`src/rtl/coi_consts.vh`:
```
// constants shared by the identifier classifier design files
`ifndef COI_CONSTS_VH
`define COI_CONSTS_VH

// ****************************************************************
// identifier layout
// ****************************************************************
`define COI_ID_W        11
`define COI_FC_W        4
`define COI_ADDR_W      7
`define COI_FC_MSB      10
`define COI_FC_LSB      7
`define COI_ADDR_MSB    6
`define COI_ADDR_ZERO   7'h00
`define COI_ID_NMT      11'h000

// ****************************************************************
// function codes
// ****************************************************************
`define COI_FC_NMT      4'h0
`define COI_FC_SYNC     4'h1
`define COI_FC_EMCY     4'h1
`define COI_FC_TPDO1    4'h3
`define COI_FC_RPDO4    4'hA
`define COI_FC_SDOTX    4'hB
`define COI_FC_SDORX    4'hC
`define COI_FC_HBEAT    4'hE

// ****************************************************************
// identifier table slots
// ****************************************************************
`define COI_SLOTS       13
`define COI_SLOT_W      4
`define COI_SLOT_SYNC   4'h0
`define COI_SLOT_EMCY   4'h1
`define COI_SLOT_TPDO1  4'h2
`define COI_SLOT_RPDO4  4'h9
`define COI_SLOT_SDOTX  4'hA
`define COI_SLOT_SDORX  4'hB
`define COI_SLOT_HBEAT  4'hC
`define COI_SLOT_NONE   4'hF

// ****************************************************************
// frame classes
// ****************************************************************
`define COI_CLS_W       4
`define COI_CLS_NMT     4'h0
`define COI_CLS_SYNC    4'h1
`define COI_CLS_EMCY    4'h2
`define COI_CLS_TPDO    4'h3
`define COI_CLS_RPDO    4'h4
`define COI_CLS_SDOTX   4'h5
`define COI_CLS_SDORX   4'h6
`define COI_CLS_HBEAT   4'h7
`define COI_CLS_UNKNOWN 4'h8

// ****************************************************************
// node address limits and dictionary
// ****************************************************************
`define COI_NODE_W      8
`define COI_NODE_MIN    8'h01
`define COI_NODE_MAX    8'h7F
`define COI_IDX_W       16
`define COI_SUB_W       8
`define COI_IDX_DT_LO   16'h0001
`define COI_IDX_DT_HI   16'h025F
`define COI_IDX_CM_LO   16'h1000
`define COI_IDX_CM_HI   16'h1FFF
`define COI_IDX_MF_LO   16'h2000
`define COI_IDX_MF_HI   16'h5FFF
`define COI_IDX_SD_LO   16'h6000
`define COI_IDX_SD_HI   16'h9FFF
`define COI_RNG_W       3
`define COI_RNG_RSVD    3'h0
`define COI_RNG_DTYPE   3'h1
`define COI_RNG_COMM    3'h2
`define COI_RNG_MFR     3'h3
`define COI_RNG_STD     3'h4
`define COI_ACC_W       2
`define COI_ACC_RO      2'h0
`define COI_ACC_RW      2'h1
`define COI_ACC_CONST   2'h2
`define COI_CNT_W       16
`define COI_CNT_ONE     16'h0001

`endif

```
`src/rtl/coi_id_match.v`:
```
// one identifier slot: default or configured value, and receive compare
`timescale 1ns/1ps
`include "coi_consts.vh"

module coi_id_match #(
  parameter [`COI_FC_W-1:0] FC     = `COI_FC_NMT,
  parameter                 SHARED = 0
) (
  input  wire [`COI_ADDR_W-1:0] nodeAddr, // own node address
  input  wire [`COI_ID_W-1:0]   cfgId,    // configured identifier
  input  wire                   cfgOvr,   // configured value in use
  input  wire [`COI_ID_W-1:0]   rxId,     // identifier to compare
  output wire [`COI_ID_W-1:0]   effId,    // identifier in force
  output wire                   hit       // rxId equals effId
);

  wire [`COI_ID_W-1:0] baseId;
  wire [`COI_ID_W-1:0] addrExt;
  wire [`COI_ID_W-1:0] dfltId;

  assign baseId  = {FC, `COI_ADDR_ZERO};
  assign addrExt = {{`COI_FC_W{1'b0}}, nodeAddr};
  // shared objects carry no node address
  assign dfltId  = (SHARED != 0) ? baseId : (baseId + addrExt);
  assign effId   = cfgOvr ? cfgId : dfltId;
  assign hit     = (rxId == effId);

endmodule

```
`src/rtl/coi_index_class.v`:
```
// dictionary index range decode and write permission check
`timescale 1ns/1ps
`include "coi_consts.vh"

module coi_index_class (
  input  wire [`COI_IDX_W-1:0] index,   // dictionary index
  input  wire [`COI_ACC_W-1:0] access,  // entry access attribute
  input  wire                  isWrite, // request is a write
  output reg  [`COI_RNG_W-1:0] range,   // range class of the index
  output wire                  allowed  // access is permitted
);

  always @* begin
    range = `COI_RNG_RSVD;
    if (index >= `COI_IDX_DT_LO && index <= `COI_IDX_DT_HI) begin
      range = `COI_RNG_DTYPE;
    end else if (index >= `COI_IDX_CM_LO && index <= `COI_IDX_CM_HI) begin
      range = `COI_RNG_COMM;
    end else if (index >= `COI_IDX_MF_LO && index <= `COI_IDX_MF_HI) begin
      range = `COI_RNG_MFR;
    end else if (index >= `COI_IDX_SD_LO && index <= `COI_IDX_SD_HI) begin
      range = `COI_RNG_STD;
    end
  end

  // reads always pass; only read-write entries take a write
  assign allowed = !isWrite || (access == `COI_ACC_RW);

endmodule

```
`src/rtl/coi_classifier.v`:
```
// identifier classification, generation and dictionary index checks
`timescale 1ns/1ps
`include "coi_consts.vh"

// Notes on behaviour
// - identifiers are eleven bits, taken from the standard frame id field.
// - bits 10..7 hold the function code, bits 6..0 the node address.
// - management uses id 0, sync uses 80h; both carry no address.
// - other defaults are function code in bits 10..7 plus node address.
// - emergency frames use function code 0001 plus address, 81h..FFh.
// - first transmit data object uses function code 0011, 181h..1FFh.
// - first receive data object accepted under 0100, 201h..27Fh.
// - second transmit data object uses 0101, 281h..2FFh.
// - second receive data object accepted under 0110, 301h..37Fh.
// - third transmit data object uses 0111, 381h..3FFh.
// - third receive data object accepted under 1000, 401h..47Fh.
// - fourth transmit data object uses 1001, 481h..4FFh.
// - fourth receive data object accepted under 1010, 501h..57Fh.
// - service-data responses use 1011, 581h..5FFh.
// - service-data requests arrive under 1100, 601h..67Fh.
// - guarding and heartbeat frames use 1110, 701h..77Fh.
// - identifiers written during configuration replace defaults until restored or reset.
// - each dictionary entry is selected by a sixteen-bit index.
// - index ranges: data types, communication, maker, device, reserved.
// - entries are ro, rw or const; only rw entries accept writes.
// - array and record entries also need a sub-index.
// - exactly four receive and four transmit data objects exist.
module coi_classifier (
  input  wire                    clock,       // 20 MHz system clock
  input  wire                    rst,         // synchronous reset, high
  input  wire [`COI_NODE_W-1:0]  nodeAddr,    // configured node address
  input  wire                    cfgMode,     // configuration phase
  input  wire                    cfgWrite,    // write one identifier slot
  input  wire                    cfgRestore,  // return slot to default
  input  wire [`COI_SLOT_W-1:0]  cfgSel,      // slot to write or read
  input  wire [`COI_ID_W-1:0]    cfgId,       // identifier to store
  input  wire                    rxValid,     // received frame strobe
  input  wire [`COI_ID_W-1:0]    rxId,        // received identifier
  input  wire                    txReq,       // identifier request
  input  wire [`COI_SLOT_W-1:0]  txSel,       // slot whose id is wanted
  input  wire                    dictReq,     // dictionary access check
  input  wire [`COI_IDX_W-1:0]   dictIndex,   // entry index
  input  wire [`COI_SUB_W-1:0]   dictSub,     // entry sub-index
  input  wire [`COI_ACC_W-1:0]   dictAccess,  // entry access attribute
  input  wire                    dictWrite,   // access is a write
  output reg                     addrBad,     // node address invalid
  output reg  [`COI_ID_W-1:0]    cfgRdId,     // identifier of cfgSel
  output reg                     cfgRdOvr,    // cfgSel holds configured id
  output reg                     rxDone,      // classification pulse
  output reg  [`COI_CLS_W-1:0]   rxClass,     // frame class
  output reg  [1:0]              rxPdo,       // data object number - 1
  output reg  [`COI_SLOT_W-1:0]  rxSlot,      // matched slot or none
  output reg                     rxOwn,       // frame is for this node
  output reg  [`COI_CNT_W-1:0]   rxOwnCnt,    // frames accepted
  output reg  [`COI_CNT_W-1:0]   rxOtherCnt,  // frames passed over
  output reg                     txDone,      // identifier answer pulse
  output reg  [`COI_ID_W-1:0]    txId,        // identifier to send with
  output reg                     txOk,        // answer usable
  output reg                     dictDone,    // dictionary answer pulse
  output reg  [`COI_RNG_W-1:0]   dictRange,   // index range class
  output reg                     dictAllowed, // access permitted
  output reg  [`COI_IDX_W+`COI_SUB_W-1:0] dictKey // index and sub-index
);

  // ****************************************************************
  // slot helpers
  // ****************************************************************
  // slots 2..11 are laid out so that the function code is slot + 1
  function [`COI_FC_W-1:0] slotFc;
    input integer s;

    begin
      if (s == `COI_SLOT_SYNC) begin
        slotFc = `COI_FC_SYNC;
      end else if (s == `COI_SLOT_EMCY) begin
        slotFc = `COI_FC_EMCY;
      end else if (s == `COI_SLOT_HBEAT) begin
        slotFc = `COI_FC_HBEAT;
      end else begin
        slotFc = s[`COI_FC_W-1:0] + `COI_FC_SYNC;
      end
    end
  endfunction

  // fallback class for frames no slot claims
  function [`COI_CLS_W-1:0] fcClass;
    input [`COI_FC_W-1:0] fc;
    input                 addrZero;

    begin
      case (fc)
        `COI_FC_NMT:   fcClass = `COI_CLS_NMT;
        `COI_FC_SYNC:  fcClass = addrZero ? `COI_CLS_SYNC : `COI_CLS_EMCY;
        `COI_FC_SDOTX: fcClass = `COI_CLS_SDOTX;
        `COI_FC_SDORX: fcClass = `COI_CLS_SDORX;
        `COI_FC_HBEAT: fcClass = `COI_CLS_HBEAT;

        default: begin
          if (fc >= `COI_FC_TPDO1 && fc <= `COI_FC_RPDO4) begin
            // odd codes transmit, even codes receive (node view)
            fcClass = fc[0] ? `COI_CLS_TPDO : `COI_CLS_RPDO;
          end else begin
            fcClass = `COI_CLS_UNKNOWN;
          end
        end
      endcase
    end
  endfunction

  // SYNC, receive objects and SDO rx
  function slotIsRx;
    input integer s;
    begin
      slotIsRx = (s == `COI_SLOT_SYNC) || (s == `COI_SLOT_SDORX) ||
                 (s >= `COI_SLOT_TPDO1 && s <= `COI_SLOT_RPDO4 &&
                  s[0] == 1'b1);
    end
  endfunction

  // ****************************************************************
  // node address check
  // ****************************************************************
  wire                   addrOk;
  wire [`COI_ADDR_W-1:0] ownAddr;

  assign addrOk  = (nodeAddr >= `COI_NODE_MIN) &&
                   (nodeAddr <= `COI_NODE_MAX);

  // bit 7 of nodeAddr never reaches an id
  assign ownAddr = nodeAddr[`COI_ADDR_MSB:0];

  // ****************************************************************
  // configured identifier table
  // ****************************************************************
  reg [`COI_ID_W-1:0]  cfgTab [0:`COI_SLOTS-1];
  reg [`COI_SLOTS-1:0] ovr_q;
  wire                 cfgSelOk;

  assign cfgSelOk = (cfgSel < `COI_SLOTS);

  // the table itself needs no reset: ovr_q hides stale entries
  always @(posedge clock) begin
    if (cfgMode && cfgWrite && cfgSelOk) begin
      cfgTab[cfgSel] <= cfgId;
    end
  end

  // changes outside the configuration phase are ignored
  always @(posedge clock) begin
    if (rst) begin
      ovr_q <= {`COI_SLOTS{1'b0}};
    end else if (cfgMode && cfgSelOk) begin
      if (cfgWrite) begin
        ovr_q[cfgSel] <= 1'b1;
      end else if (cfgRestore) begin
        ovr_q[cfgSel] <= 1'b0;
      end
    end
  end

  // ****************************************************************
  // slot matchers
  // ****************************************************************
  wire [`COI_ID_W-1:0] effId [0:`COI_SLOTS-1];
  wire [`COI_SLOTS-1:0] slotHit;

  // one matcher per slot
  genvar g;

  generate
    for (g = 0; g < `COI_SLOTS; g = g + 1) begin : gSlot
      coi_id_match #(
        .FC     (slotFc(g)),
        .SHARED ((g == `COI_SLOT_SYNC) ? 1 : 0)
      ) uMatch (
        .nodeAddr (ownAddr),
        .cfgId    (cfgTab[g]),
        .cfgOvr   (ovr_q[g]),
        .rxId     (rxId),
        .effId    (effId[g]),
        .hit      (slotHit[g])
      );
    end
  endgenerate

  // ****************************************************************
  // receive classification
  // ****************************************************************
  reg  [`COI_SLOT_W-1:0] hitSlot;
  reg  [`COI_CLS_W-1:0]  clsD;
  reg  [1:0]             pdoD;
  reg                    ownD;

  wire [`COI_FC_W-1:0]   rxFc;
  wire [`COI_ADDR_W-1:0] rxAddr;
  wire [`COI_FC_W-1:0]   pdoOff;

  integer                i;

  assign rxFc   = rxId[`COI_FC_MSB:`COI_FC_LSB];
  assign rxAddr = rxId[`COI_ADDR_MSB:0];
  assign pdoOff = rxFc - `COI_FC_TPDO1;

  always @* begin
    hitSlot = `COI_SLOT_NONE;
    // lowest receive slot wins if two configured ids collide
    for (i = `COI_SLOTS - 1; i >= 0; i = i - 1) begin
      if (slotHit[i] && slotIsRx(i)) begin
        hitSlot = i[`COI_SLOT_W-1:0];
      end
    end

    clsD = fcClass(rxFc, rxAddr == `COI_ADDR_ZERO);
    pdoD = pdoOff[2:1];
    ownD = 1'b0;

    // NMT and SYNC reach every node
    if (rxId == `COI_ID_NMT) begin
      clsD = `COI_CLS_NMT;
      ownD = 1'b1;
    end else if (hitSlot == `COI_SLOT_SYNC) begin
      clsD = `COI_CLS_SYNC;
      ownD = 1'b1;
    end else if (hitSlot == `COI_SLOT_SDORX) begin
      clsD = `COI_CLS_SDORX;
      ownD = addrOk || ovr_q[`COI_SLOT_SDORX];
    end else if (hitSlot != `COI_SLOT_NONE) begin
      clsD = `COI_CLS_RPDO;
      pdoD = hitSlot[2:1] - 2'h1;
      ownD = addrOk || ovr_q[hitSlot];
    end
  end

  always @(posedge clock) begin
    if (rst) begin
      rxDone     <= 1'b0;
      rxClass    <= `COI_CLS_UNKNOWN;
      rxPdo      <= 2'h0;
      rxSlot     <= `COI_SLOT_NONE;
      rxOwn      <= 1'b0;
      rxOwnCnt   <= {`COI_CNT_W{1'b0}};
      rxOtherCnt <= {`COI_CNT_W{1'b0}};
    end else begin
      rxDone <= rxValid;

      if (rxValid) begin
        rxClass <= clsD;
        rxPdo   <= pdoD;
        rxSlot  <= hitSlot;
        rxOwn   <= ownD;

        // counters wrap; they are diagnostics only
        if (ownD) begin
          rxOwnCnt <= rxOwnCnt + `COI_CNT_ONE;
        end else begin
          rxOtherCnt <= rxOtherCnt + `COI_CNT_ONE;
        end
      end
    end
  end

  // ****************************************************************
  // transmit identifier generation
  // ****************************************************************
  // slots 13..15 answer id 0 and txOk 0
  wire txSelOk;

  assign txSelOk = (txSel < `COI_SLOTS);

  always @(posedge clock) begin
    if (rst) begin
      txDone <= 1'b0;
      txId   <= `COI_ID_NMT;
      txOk   <= 1'b0;
    end else begin
      txDone <= txReq;

      if (txReq) begin
        txId <= txSelOk ? effId[txSel] : `COI_ID_NMT;

        // a default id built from a bad address is not usable
        txOk <= txSelOk && (addrOk || ovr_q[txSel] ||
                            txSel == `COI_SLOT_SYNC);
      end
    end
  end

  // ****************************************************************
  // configuration readback and address flag
  // ****************************************************************
  always @(posedge clock) begin
    if (rst) begin
      cfgRdId  <= `COI_ID_NMT;
      cfgRdOvr <= 1'b0;
      addrBad  <= 1'b0;
    end else begin
      // readback needs no strobe
      cfgRdId  <= cfgSelOk ? effId[cfgSel] : `COI_ID_NMT;
      cfgRdOvr <= cfgSelOk && ovr_q[cfgSel];

      addrBad  <= !addrOk;
    end
  end

  // ****************************************************************
  // dictionary access check
  // ****************************************************************
  wire [`COI_RNG_W-1:0] rangeD;
  wire                  allowD;

  coi_index_class uIndex (
    .index   (dictIndex),
    .access  (dictAccess),
    .isWrite (dictWrite),
    .range   (rangeD),
    .allowed (allowD)
  );

  always @(posedge clock) begin
    if (rst) begin
      dictDone    <= 1'b0;
      dictRange   <= `COI_RNG_RSVD;
      dictAllowed <= 1'b0;
      dictKey     <= {(`COI_IDX_W+`COI_SUB_W){1'b0}};
    end else begin
      dictDone <= dictReq;

      if (dictReq) begin
        dictRange   <= rangeD;
        dictAllowed <= allowD;
        // sub-index only carried, not checked
        dictKey     <= {dictIndex, dictSub};
      end
    end
  end

endmodule

```
`config.mk`:
```
export PLATFORM = sky130hd
export DESIGN_NAME = coi_classifier
export DESIGN_NICKNAME = d
export VERILOG_FILES = /design/src/rtl/coi_id_match.v /design/src/rtl/coi_index_class.v /design/src/rtl/coi_classifier.v
export VERILOG_INCLUDE_DIRS = /design/src /design/src/rtl
export SDC_FILE = /design/constraint.sdc
export NUM_CORES = 1
export LEC_CHECK = 0
export ABC_AREA = 1
export BUFFER_PORTS_ARGS = -buffer_cell sky130_fd_sc_hd__buf_2
export CORE_MARGIN = 5
export CORE_UTILIZATION = 30
export CTS_CLUSTER_SIZE = 25
export DETAILED_ROUTE_END_ITERATION = 10
export GPL_ROUTABILITY_DRIVEN = 0
export SYNTH_ARGS = -nofsm -noshare
export SYNTH_HDL_FRONTEND = slang
export SYNTH_SLANG_ARGS = --single-unit
```
`constraint.sdc`:
```
create_clock -name clock -period 3.05 [get_ports clock]
set_input_delay 0.61 -clock clock [delete_from_list [all_inputs] [get_ports clock]]
set_output_delay 0.61 -clock clock [all_outputs]
set_load 0.01 [all_outputs]
```
==> impl_metrics.env <==
export IMPL_status="completed"
export IMPL_synth_ff_type="edfxtp_1"
export IMPL_synthTopCellsByCount="nand2_1 (515), nor2_1 (190), o21ai_0 (179), inv_1 (146), edfxtp_1 (143)"
export IMPL_max_vdd_ir_drop_mv=0.480
export IMPL_fin_ws_ps=266
export IMPL_synth_area_sq_um=14500
export IMPL_regArea_sq_um=6540
export IMPL_cp_max_fo=21
export IMPL_fin_tns_setup_ps=0
export IMPL_clk_path_buf_depth=3
export IMPL_setup_viol=0
export IMPL_async_flop_share=0
export IMPL_insertion_delay_ps=580
export IMPL_start_kind="register"
export IMPL_slowest_delay_ps=400
export IMPL_pwr_share_clk=0.432
export IMPL_start_util=0.303
export IMPL_leakage_nw=7.14
export IMPL_tritoncts="done"
export IMPL_drt_wl_total_mm=60.9
export IMPL_final_net_count=2180
export IMPL_worstPathRequired_ps=3450
export IMPL_postRouteAntennaNets=0
export IMPL_die_y_um=230
export IMPL_areaGrowthSynthToFinish_pct=19.6
export IMPL_crit_type="reg2reg"
export IMPL_fp_dieW_um=230
export IMPL_numCtsBuffers=30
export IMPL_fin_crit_sh=0.913
export IMPL_drive_gt1_frac=0.182
export IMPL_clk_pin_slew_ps=60
export IMPL_powerDensity_nw_per_um2=496
export IMPL_seqPwrFrac=0.437
export IMPL_coreArea_sq_um=47700
export IMPL_num_vias=15200
export IMPL_synth_area_leaders="edfxtp_1 (30%), dfxtp_1 (15%), nand2_1 (13%)"
export IMPL_crit_path_end_kind="register"
export IMPL_grt_antenna_before_repair=2
export IMPL_drt_initial_drc_count=2275
export IMPL_crit_arrival_ps=3180
export IMPL_clock_sinks=255
export IMPL_ys_warn_count=0
export IMPL_grt_max_degree=69
export IMPL_ys_ff_latch=255
export IMPL_switchingPower_mw=2.35
export IMPL_route_detailed_drc=0
export IMPL_worst_slew_pin_slew_ps=921
export IMPL_path_cells="buf_4, nand2_1, nand2_2, xor2_2, nand2_1, nor2_1, nand2_1, nand2_2, nand3_2, nor3_4, nor2_8, nand2_8, nand2_4, nand2_1, a21oi_1"
export IMPL_synth_avg_cell_area_sq_um=7.58
export IMPL_h_tree_depth=1
export IMPL_cap_violations=0
export IMPL_io_buffers=171
export IMPL_cpMostUsedCell="nand2_1"
export IMPL_report_final_hold_viol_count=0
export IMPL_synth_top_cell_by_area="edfxtp_1"
export IMPL_avgViaCountPerCell=5.55
export IMPL_syn_inst=1910
export IMPL_ios=172
export IMPL_grt_pass1_vias=14000
export IMPL_grt_pass1_wl_mm=88.6
export IMPL_slew_violations=0
export IMPL_worst_path_max_delay_cell="dfxtp_1"
export IMPL_finClkSkew_ps=27.6
export IMPL_gr_usage_all_layers=0.217
export IMPL_n_fill_cell=4912
export IMPL_relSlewSlack=0.386
export IMPL_firstDrtPassIters=8
export IMPL_std_cell_rows=80
export IMPL_cts_root_buf="clkbuf_16"
export IMPL_wl_per_cell_um=22.2
export IMPL_p_comb_frac=0.132
export IMPL_synth_fp_nets=1989
export IMPL_ys_types=58
export IMPL_fin_crit_ps=2780
export IMPL_synth_most_common_cell="nand2_1"
export IMPL_dp_worst_setup_slack_ps=-109
export IMPL_rsz0062_at_grt="no"
export IMPL_multiInputGateArea_sq_um=6830
export IMPL_hp_class="in2reg"
export IMPL_diodes=0
export IMPL_yosysSeqAreaShare=0.451
export IMPL_place_hpwl_mm=45.4
export IMPL_fmax_ghz=0.359
export IMPL_synth_top_area_frac=0.297
export IMPL_die_area_sq_um=52800
export IMPL_p_sw_frac=0.274
export IMPL_grt_overflow=0
export IMPL_synth_edf_count=143
export IMPL_p_int_mw=6.23
[path summary, 6_finish.rpt]
kind	startpoint	endpoint	depth (start not counted)	slack (ps)
hold reg to reg	txId[10]	txId[10]	2	460
hold / removal	dictWrite	dictAllowed	2	250
setup reg to reg	register	rxOwnCnt[15]	15	270
setup / recovery	register	rxOwnCnt[15]	15	270
[final cells by class]
| class | instances | area share |
|---|---|---|
| Timing Repair Buffer | 253 | 0.0864 |
| Tap cell | 615 | 0.0444 |
| Sequential cell | 255 | 0.378 |
| Clock buffer | 33 | 0.0452 |
| Clock inverter | 23 | 0.0135 |
| Multi-Input combinational cell | 1386 | 0.395 |
| Inverter | 175 | 0.0382 |
[kinds of logic (layout without fill, tap and decap cells)]
family / after synthesis / in the layout / share of synthesized area
xor gates and xnor gates: 39 / 39 / 0.0241
muxes: 1 / 1 / 0.000691
AOI/OAI and AO/OA: 423 / 423 / 0.173
buffers and inverters: 269 / 484 / 0.0778
DFF: 255 / 255 / 0.451
adders and majority gates: 6 / 6 / 0.00519
and+or+nand+nor: 917 / 917 / 0.268
[sequential cells by signal, summed over array words and instances, names as in the netlist, named ones only]
name,count
txId,11
rxPdo,2
rxSlot,4
cfgRdId,11
cfgRdOvr,1
dictRange,3
rxOwnCnt,16
rxClass,4
rxOtherCnt,16
rxOwn,1
dictAllowed,1
cfgTab,143
txOk,1
txDone,1
rxDone,1
dictDone,1
dictKey,24
addrBad,1
[power groups by stage]
stage          logic (mW)  clock network, mW  registers (mW)
2_1_floorplan       0.568                  0            3.84
3_3_place_gp         1.07                  0            3.82
3_5_place_dp         1.08                  0            3.82
4_1_cts              1.08               3.78            3.75
5_1_grt              1.20               3.91            3.76
6_report             1.13               3.70            3.75
[critical path, delay by kind of cell, from the launching register on]
kind / cells / cell delay, ps
AOI/OAI and AO/OA: 1 / 60
xor gates and xnor gates: 1 / 230
buffers and inverters: 1 / 230
DFF: 1 / 400
and+or+nand+nor: 12 / 1680
[metal layers]
metal,vias to the layer above,part of all wire,global-route usage
met1,6969,0.40,0.295
met3,246,0.13,0.0674
met4,4,0.062,0.0958
met5,-,0.00054,0
met2,1098,0.41,0.319
li1,6882,-,-
[timing repair]
| action | in CTS | in global routing |
|---|---|---|
| endpoints found under the hold margin | 0 | 0 |
| setup endpoints to repair | 0 | 12 |
| gates resized for setup | 0 | 7 |
| hold buffers | 0 | 0 |
| setup buffers | 0 | 0 |
[placed cells by master, fill, tap and decap left out, types with 6 or more instances in the layout]
cell type  synthesis  routed
a21oi_1           97      97
a21oi_2           10      10
a221oi_1          10      10
a22oi_1            7       7
a31oi_1            8       8
buf_2             13     171
buf_4             12      80
clkbuf_16          0      31
clkinv_1           9      15
dfxtp_1          112     110
edfxtp_1         143     143
ha_1               6       6
inv_1            146     146
inv_2             19      18
nand2_1          515     515
nand2_2           24      24
nand3_1          108     108
nand4_1           30      30
nor2_1           190     189
nor3_1            14      14
nor4_1            11      11
o211ai_1          19      19
o21ai_0          179     179
o21ai_2            7       7
o221ai_1          21      21
o22ai_1           37      37
or2_2              8       8
xor2_1            33      32
[through the flow]
| step | instance area (sq um) | power, mW | hold WS, ps | cells | utilization |
|---|---|---|---|---|---|
| 2_1_floorplan | 14500 | 4.41 | 488 | 1910 | - |
| 5_1_grt | 17300 | 8.86 | 250 | 2740 | 0.363 |
| 6_report | 17300 | 8.58 | 249 | 2740 | 0.363 |
| 3_3_place_gp | 16300 | 4.89 | 453 | 2684 | 0.341 |
| 4_1_cts | 17300 | 8.61 | 220 | 2740 | 0.362 |
| 3_5_place_dp | 16300 | 4.90 | 456 | 2684 | 0.341 |
Note: power is estimated with default switching activity, not from simulation.
